## config.mk

```make
export PLATFORM = sky130hd
export DESIGN_NAME = utopia2_phy_cell_port
export DESIGN_NICKNAME = d
export VERILOG_FILES = /design/src/logic/utopia2_phy_pkg.sv /design/src/logic/cell_store.sv /design/src/logic/utopia2_phy_cell_port.sv
export VERILOG_INCLUDE_DIRS = /design/src /design/src/logic
export SDC_FILE = /design/constraint.sdc
export NUM_CORES = 2
export LEC_CHECK = 0
export BUFFER_PORTS_ARGS = -buffer_cell sky130_fd_sc_hd__clkbuf_2
export CAP_MARGIN = 20
export CORE_MARGIN = 1.5
export CORE_UTILIZATION = 40
export DETAILED_ROUTE_END_ITERATION = 7
export SETUP_SLACK_MARGIN = 0.02
export SYNTH_ARGS = -nofsm -noshare
export SYNTH_HDL_FRONTEND = slang
export SYNTH_SLANG_ARGS = --single-unit
```

## constraint.sdc

```tcl
create_clock -name core_clk_in -period 5.8 [get_ports core_clk_in]
set_input_delay 0.29 -clock core_clk_in [delete_from_list [all_inputs] [get_ports core_clk_in]]
set_output_delay 0.29 -clock core_clk_in [all_outputs]
set_load 0.01 [all_outputs]
```

## src/logic/utopia2_phy_cfg.svh

```systemverilog
`ifndef UTOPIA2_PHY_CFG_SVH
`define UTOPIA2_PHY_CFG_SVH

// words in one cell on an 8-bit bus (53 octets) and a 16-bit bus (27 words)
`define CELL_WORDS_NARROW   8'd53
`define CELL_WORDS_WIDE     8'd27
// octet-level flow control: room flag deasserts at this many free word slots or fewer
`define OCTET_ROOM_LIMIT    4
// address that no port answers
`define NULL_PORT_ADDR      5'h1f
// default depth of the transmit cell store, in words
`define TX_STORE_DEPTH      128
// width of one bus word
`define BUS_WIDTH           16
`define ADDR_WIDTH          5

`endif

```

## src/logic/utopia2_phy_pkg.sv

```systemverilog
package utopia2_phy_pkg;

	// one bus word with its start-of-cell mark
	typedef struct packed {
		logic        start;
		logic [15:0] data;
	} cell_word_t;

	// every asynchronous pin, sampled together
	typedef struct packed {
		logic        tx_clk;
		logic        tx_en_n;
		logic        tx_start;
		logic        tx_par;
		logic [15:0] tx_data;
		logic [4:0]  tx_sel;
		logic        rx_clk;
		logic        rx_en_n;
		logic [4:0]  rx_sel;
		logic        cell_level;
		logic        wide;
		logic [4:0]  port_addr;
	} pin_sample_t;

endpackage : utopia2_phy_pkg

```

## src/logic/cell_store.sv

```systemverilog
`timescale 1ns/10ps

// simple dual-port word store, read data registered
module cell_store #(
	parameter int WIDTH = 17,
	parameter int DEPTH = 128,
	parameter int AW    = $clog2(DEPTH)
) (
	input  wire logic             clk_in,
	input  wire logic             rst_b_in,
	input  wire logic             wr_en_in,
	input  wire logic [AW-1:0]    wr_addr_in,
	input  wire logic [WIDTH-1:0] wr_data_in,
	input  wire logic             rd_en_in,
	input  wire logic [AW-1:0]    rd_addr_in,
	output logic      [WIDTH-1:0] rd_data_out
);

	logic [WIDTH-1:0] mem_reg [DEPTH];

	// array has no reset, so it can map onto block ram
	always_ff @(posedge clk_in) begin
		if (wr_en_in) begin
			mem_reg[wr_addr_in] <= wr_data_in;
		end
	end

	always_ff @(posedge clk_in or negedge rst_b_in) begin
		if (!rst_b_in) begin
			rd_data_out <= '0;
		end else if (rd_en_in) begin
			rd_data_out <= mem_reg[rd_addr_in];
		end
	end

endmodule : cell_store

```

## src/logic/utopia2_phy_cell_port.sv

```systemverilog
`timescale 1ns/10ps
`include "utopia2_phy_cfg.svh"
// What this block does
// - octet mode: room flag low means at most four more writes accepted.
// - cell mode: room flag driven only the cycle after our address.
// - when polled, room flag high if a whole cell fits, else low.
// - read enable low: data and start sampled at end of next cycle.
// - cell-mode polls and reads answer only our own address, never address 31; writes ignore the address.
// - odd parity over bits 7..0, or 15..0 on the wide bus.

module utopia2_phy_cell_port #(
	parameter int DEPTH = `TX_STORE_DEPTH,
	parameter int AW    = $clog2(DEPTH),
	parameter int CW    = $clog2(DEPTH + 1)
) (
	input  wire logic                      core_clk_in,
	input  wire logic                      rst_b_in,
	// link pins, all asynchronous to the core clock
	input  wire logic                      tx_byte_clock_in,
	input  wire logic                      tx_write_enable_n_in,
	input  wire logic                      tx_cell_start_in,
	input  wire logic                      tx_parity_bit_in,
	input  wire logic [15:0]               tx_cell_bus_in,
	input  wire logic [4:0]                tx_phy_select_in,
	output logic                           tx_cell_room_out,
	output logic                           tx_cell_room_oe_out,
	input  wire logic                      rx_byte_clock_in,
	input  wire logic                      rx_read_enable_n_in,
	input  wire logic [4:0]                rx_phy_select_in,
	output logic [15:0]                    rx_cell_bus_out,
	output logic                           rx_cell_bus_oe_out,
	output logic                           rx_cell_start_out,
	output logic                           rx_cell_start_oe_out,
	// straps
	input  wire logic                      cell_level_mode_in,
	input  wire logic                      wide_bus_in,
	input  wire logic [4:0]                port_addr_in,
	// core side: transmit words towards the framer
	output utopia2_phy_pkg::cell_word_t    tx_word_out,
	output logic                           tx_word_valid_out,
	input  wire logic                      tx_word_ready_in,
	output logic                           tx_parity_error_out,
	output logic                           tx_overflow_out,
	// core side: receive words from the framer
	input  utopia2_phy_pkg::cell_word_t    rx_word_in,
	input  wire logic                      rx_word_valid_in,
	output logic                           rx_word_take_out
);

	utopia2_phy_pkg::pin_sample_t pin_raw;
	utopia2_phy_pkg::pin_sample_t pin_meta_reg;
	utopia2_phy_pkg::pin_sample_t pin_reg;
	logic                         rst_meta_reg;
	logic                         rst_sync_reg;
	logic                         tx_clk_last_reg;
	logic                         rx_clk_last_reg;
	logic                         tx_edge;
	logic                         rx_edge;
	logic [CW-1:0]                count_reg;
	logic [CW-1:0]                count_next;
	logic [CW-1:0]                free_words;
	logic [AW-1:0]                wr_ptr_reg;
	logic [AW-1:0]                rd_ptr_reg;
	logic                         wr_en;
	logic                         rd_en;
	logic                         rd_pending_reg;
	logic [7:0]                   cell_words;
	logic                         parity_ok;
	logic                         addr_match_tx;
	logic                         addr_match_rx;
	logic                         rx_selected_reg;

	// reset released through two flops
	always_ff @(posedge core_clk_in or negedge rst_b_in) begin
		if (!rst_b_in) begin
			rst_meta_reg <= 1'b0;
			rst_sync_reg <= 1'b0;
		end else begin
			rst_meta_reg <= 1'b1;
			rst_sync_reg <= rst_meta_reg;
		end
	end

	assign pin_raw = '{
		tx_clk:     tx_byte_clock_in,
		tx_en_n:    tx_write_enable_n_in,
		tx_start:   tx_cell_start_in,
		tx_par:     tx_parity_bit_in,
		tx_data:    tx_cell_bus_in,
		tx_sel:     tx_phy_select_in,
		rx_clk:     rx_byte_clock_in,
		rx_en_n:    rx_read_enable_n_in,
		rx_sel:     rx_phy_select_in,
		cell_level: cell_level_mode_in,
		wide:       wide_bus_in,
		port_addr:  port_addr_in
	};

	// two-flop synchroniser; first stage feeds only the second
	always_ff @(posedge core_clk_in or negedge rst_sync_reg) begin
		if (!rst_sync_reg) begin
			pin_meta_reg <= '0;
			pin_reg      <= '0;
		end else begin
			pin_meta_reg <= pin_raw;
			pin_reg      <= pin_meta_reg;
		end
	end

	// rising edges of the two link clocks
	always_ff @(posedge core_clk_in or negedge rst_sync_reg) begin
		if (!rst_sync_reg) begin
			tx_clk_last_reg <= 1'b0;
			rx_clk_last_reg <= 1'b0;
		end else begin
			tx_clk_last_reg <= pin_reg.tx_clk;
			rx_clk_last_reg <= pin_reg.rx_clk;
		end
	end

	// data was synchronised alongside its clock, so both line up
	assign tx_edge = pin_reg.tx_clk & ~tx_clk_last_reg;
	assign rx_edge = pin_reg.rx_clk & ~rx_clk_last_reg;

	// own address matches; the null port is never ours
	assign addr_match_tx = (pin_reg.tx_sel == pin_reg.port_addr) &&
		(pin_reg.port_addr != `NULL_PORT_ADDR);
	assign addr_match_rx = (pin_reg.rx_sel == pin_reg.port_addr) &&
		(pin_reg.port_addr != `NULL_PORT_ADDR);

	// transmit side

	// odd parity: data bits plus parity bit must xor to one
	assign parity_ok = pin_reg.wide ?
		((^pin_reg.tx_data) ^ pin_reg.tx_par) :
		((^pin_reg.tx_data[7:0]) ^ pin_reg.tx_par);

	// write only on cycles the far side marks valid
	assign wr_en = tx_edge && !pin_reg.tx_en_n && (count_reg < CW'(DEPTH));
	assign rd_en = (count_reg != '0) && !rd_pending_reg &&
		(!tx_word_valid_out || tx_word_ready_in);

	assign count_next = CW'(count_reg + CW'(wr_en) - CW'(rd_en));
	assign free_words = CW'(CW'(DEPTH) - count_next);
	assign cell_words = pin_reg.wide ? `CELL_WORDS_WIDE : `CELL_WORDS_NARROW;

	// store occupancy and pointers
	always_ff @(posedge core_clk_in or negedge rst_sync_reg) begin
		if (!rst_sync_reg) begin
			count_reg  <= '0;
			wr_ptr_reg <= '0;
			rd_ptr_reg <= '0;
		end else begin
			count_reg <= count_next;
			if (wr_en) begin
				wr_ptr_reg <= AW'(wr_ptr_reg + 1'b1);
			end
			if (rd_en) begin
				rd_ptr_reg <= AW'(rd_ptr_reg + 1'b1);
			end
		end
	end

	// start mark stored with its word, kept as the far side gave it
	cell_store #(
		.WIDTH ($bits(utopia2_phy_pkg::cell_word_t)),
		.DEPTH (DEPTH),
		.AW    (AW)
	) u_tx_store (
		.clk_in      (core_clk_in),
		.rst_b_in    (rst_sync_reg),
		.wr_en_in    (wr_en),
		.wr_addr_in  (wr_ptr_reg),
		.wr_data_in  ({pin_reg.tx_start, pin_reg.tx_data}),
		.rd_en_in    (rd_en),
		.rd_addr_in  (rd_ptr_reg),
		.rd_data_out (tx_word_out)
	);

	// read data lands one cycle after the read; valid follows it
	always_ff @(posedge core_clk_in or negedge rst_sync_reg) begin
		if (!rst_sync_reg) begin
			rd_pending_reg    <= 1'b0;
			tx_word_valid_out <= 1'b0;
		end else begin
			rd_pending_reg <= rd_en;
			if (rd_pending_reg) begin
				tx_word_valid_out <= 1'b1;
			end else if (tx_word_ready_in) begin
				tx_word_valid_out <= 1'b0;
			end
		end
	end

	// error pulses, one core cycle per bad write
	always_ff @(posedge core_clk_in or negedge rst_sync_reg) begin
		if (!rst_sync_reg) begin
			tx_parity_error_out <= 1'b0;
			tx_overflow_out     <= 1'b0;
		end else begin
			tx_parity_error_out <= tx_edge && !pin_reg.tx_en_n && !parity_ok;
			tx_overflow_out     <= tx_edge && !pin_reg.tx_en_n &&
				(count_reg >= CW'(DEPTH));
		end
	end

	// room flag: octet mode follows free space every cycle;
	// cell mode is sampled at link edges only, as the poll is
	always_ff @(posedge core_clk_in or negedge rst_sync_reg) begin
		if (!rst_sync_reg) begin
			tx_cell_room_out    <= 1'b1;
			tx_cell_room_oe_out <= 1'b0;
		end else if (!pin_reg.cell_level) begin
			tx_cell_room_oe_out <= 1'b1;
			tx_cell_room_out    <= (free_words > CW'(`OCTET_ROOM_LIMIT));
		end else if (tx_edge) begin
			tx_cell_room_oe_out <= addr_match_tx;
			tx_cell_room_out    <= addr_match_tx &&
				(free_words >= CW'(cell_words));
		end
	end

	// receive side

	// selection is taken while the enable is high, as in a poll
	always_ff @(posedge core_clk_in or negedge rst_sync_reg) begin
		if (!rst_sync_reg) begin
			rx_selected_reg <= 1'b0;
		end else if (rx_edge && pin_reg.rx_en_n) begin
			rx_selected_reg <= addr_match_rx;
		end
	end

	// drive in the link cycle after an enabled one; the far side
	// samples at its close, well after our update a few core clocks in
	always_ff @(posedge core_clk_in or negedge rst_sync_reg) begin
		if (!rst_sync_reg) begin
			rx_cell_bus_oe_out   <= 1'b0;
			rx_cell_start_oe_out <= 1'b0;
			rx_cell_bus_out      <= '0;
			rx_cell_start_out    <= 1'b0;
			rx_word_take_out     <= 1'b0;
		end else begin
			rx_word_take_out <= 1'b0;
			if (rx_edge) begin
				rx_cell_bus_oe_out   <= !pin_reg.rx_en_n && rx_selected_reg;
				rx_cell_start_oe_out <= !pin_reg.rx_en_n && rx_selected_reg;
				if (!pin_reg.rx_en_n && rx_selected_reg) begin
					rx_cell_bus_out   <= rx_word_valid_in ? rx_word_in.data : '0;
					rx_cell_start_out <= rx_word_valid_in && rx_word_in.start;
					rx_word_take_out  <= rx_word_valid_in;
				end
			end
		end
	end

endmodule : utopia2_phy_cell_port

```

==> impl_results.md <==
* Status: finished, final reports clean
* CTS buffer count at 227
* Switching Fraction at 30.3%
* Post-synth top flop: edfxtp_1
* Post-synth EDFFs at 2176
* Post-route DRC at 0
* Non-filler cells, final at 7656
* TritonCTS clock tree: yes
* Maxcap violations at 0
* Total track usage at 20.3%
* Setup Viol. Count Final at 0
* Critical path type: flop to flop
* Core region area at 0.220 mm²
* FF-to-FF setup slack at 1.83 ns
* DR WL/cell at 29.9 µm
* Slew @ Worst Pin at 1.21 ns
* Skew final at 0.0475 ns
* Cells after DPL at 7133
* Fmax at 0.252 GHz
* Worst IR Drop VDD at 0.337 mV
* Post-CTS Setup Bufs at 0
* Clock power frac at 32.2%
* DIE AREA at 0.225 mm²
* CP Cell Sequence: inv_1, ha_1, nand2_1, nor3_1, a21o_1, inv_1, ha_1, inv_1, ha_1, fa_1, inv_1, ha_1, xnor2_1, ha_1, a21o_1, a21o_1, a41oi_1, o21ai_0, a32o_1
* Worst skew pair latency at 0.87 ns
* Post-layout min period at 3.97 ns
* Post-cts repair resize count at 0
* Pre-CTS WS at 1.81 ns
* Final period util at 68.4%
* Antenna violations before repair at 9
* P_int at 32.3 mW
* Register area share after synthesis at 77.7%
* Top cell type's share of synthesized area at 73.5%
* Flop pwr share at 41.3%
* IO Count at 102
* Pwr/cell area at 451 mW/mm²
* Max Transition Viols Final at 0
* Worst-case headroom to the max-slew limit at 18.8%
* WP data required at 6.60 ns
* Maximum root-to-sink buffer count at 3
* Sink Count at 2323
* P_sw at 14.0 mW
* Async SR Flop Fraction at 6.33%
* Synth Instances at 4081
* YS warnings at 0
* Hold Slack at 0.0693 ns
* RSZ-0062 raised after global routing: no
* Vias/cell at 5.67
* Vias at 43400
* Initial Utilization at 40.4%
* Synth unique cells at 77
* H-tree lvl count at 4
* Most used cell, CP: ha_1
* Pre-antenna DRT Iters at 6
* Final Util at 46.6%
* Synthesized area per cell at 21.8 µm²
* Setup slack after layout at 1.83 ns
* Worst Setup End Kind: flop
* Routability cong. at 0.864
* Critical path buffer and inverter count at 4
* Worst hold path type: primary input to flop
* Number of global-route vias before repair at 43200
* Seq cells post-synth at 2323
* Most common cell after layout, fill and taps aside: edfxtp_1
* Layout cell share with drive strength beyond 1 at 28.1%
* Grt total ovfl at 0
* Crit path DAT at 4.76 ns
* Area leader, netlist: edfxtp_1
* Drt initial violations at 5241
* Row cnt at 172
* CP top delay family: adder cells
* Synth area leaders: edfxtp_1 (74%), mux4_2 (14%), dfrtp_1 (4.1%)
* Cell area after synthesis at 0.0889 mm²
* Synth Net Count at 4161
* DIE WIDTH at 474 µm
* Worst stage delay on the critical path at 0.59 ns
* Final Hold Viols at 0
* Synthesis-to-finish area growth at 15.6%
* Nets at 4579
* CTS Hold Bufs at 82
* Design area at 0.103 mm²
* Most frequent cells in the layout: edfxtp_1 (2176), mux4_2 (542), clkbuf_16 (232), buf_4 (168), nand2_1 (125)
* Post-route antenna net violation count at 0
* Final WL at 229000 µm
* CTS clk-pin slew, worst paths at 0.06 ns
* Die height at 474 µm
* Total power at 46.3 mW
* First-pass GRT wire length at 325000 µm
* Leakage power at 32.7 nW
* Area post-placement at 0.0941 mm²
* Port buffer count at 101
* Slowest cell on the critical path: fa_1
* Root buf cell: clkbuf_16
* Pin count of the biggest net entering global routing at 138
* Critical path peak fanout at 4
* Startpoint Class: flop
* Gate power share at 26.5%
* Max reg flops at 2176
* DP Wirelength at 138000 µm
* Setup TNS Final at 0 ns
## cell families after synthesis
| group | Yosys count | share of synthesized area (%) |
|---|---|---|
| buffers and inverters | 241 | 1.53 |
| AOI/OAI and AO/OA | 363 | 2.91 |
| other | 1 | 0.00422 |
| xor gates and xnor gates | 47 | 0.472 |
| DFF | 2323 | 77.7 |
| adders and majority gates | 20 | 0.290 |
| and+or+nand+nor | 434 | 2.13 |
| muxes | 652 | 15.0 |
## per-layer routing
metal | routed length [µm] | track usage, % | vias to the layer above
li1 | - | - | 17900
met1 | 95600 | 29.0 | 23300
met2 | 108000 | 31.4 | 1864
met3 | 19900 | 4.53 | 287
met4 | 5730 | 5.38 | 0
met5 | 0 | 0 | -
## final timing paths
path                                    endpoint                from  cells after the start
worst max-delay path            tx_cell_room_out        count_reg[3]                     19
worst min register to register       pin_reg[32]        rst_sync_reg                      0
worst min-delay path            pin_meta_reg[29]  tx_cell_bus_in[10]                      2
max in group asynchronous          rd_ptr_reg[2]        rst_sync_reg                      1
min in group asynchronous            pin_reg[32]        rst_sync_reg                      0
worst max register to register  tx_cell_room_out        count_reg[3]                     19
## Yosys cell counts, drive strengths merged (10+ instances only)
library cell / n
a22oi: 103
nor2: 184
clkbuf: 80
inv: 25
nor2b: 16
mux2i: 105
a221oi: 18
o31ai: 12
xnor2: 40
ha: 19
nand3: 36
o22ai: 13
mux4: 542
a21oi: 57
dfrtp: 146
and2: 10
a211oi: 12
edfxtp: 2176
o21ai: 62
nor3: 25
buf: 134
nand2: 126
o221ai: 19
## power groups by stage
stage	clock [mW]	combinational, mW	sequential (mW)
2_1_floorplan	0	8.36	19.1
3_3_place_gp	0	12.2	19.5
3_5_place_dp	0	12.3	19.5
4_1_cts	15.1	12.3	19.1
5_1_grt	15.8	12.9	19.1
6_report	14.9	12.2	19.1
## final cells by class
type / instances / area, µm²
multi-input cells: 1517 / 18600
clock inverters: 144 / 1500
fillers: 18000 / 117000
diodes: 3 / 7.51
inverters: 27 / 104
flip-flops and latches: 2323 / 69100
repair buffers: 403 / 3540
clock buffers: 281 / 6090
well taps: 2958 / 3700
Note: power is estimated with default switching activity, not from simulation.
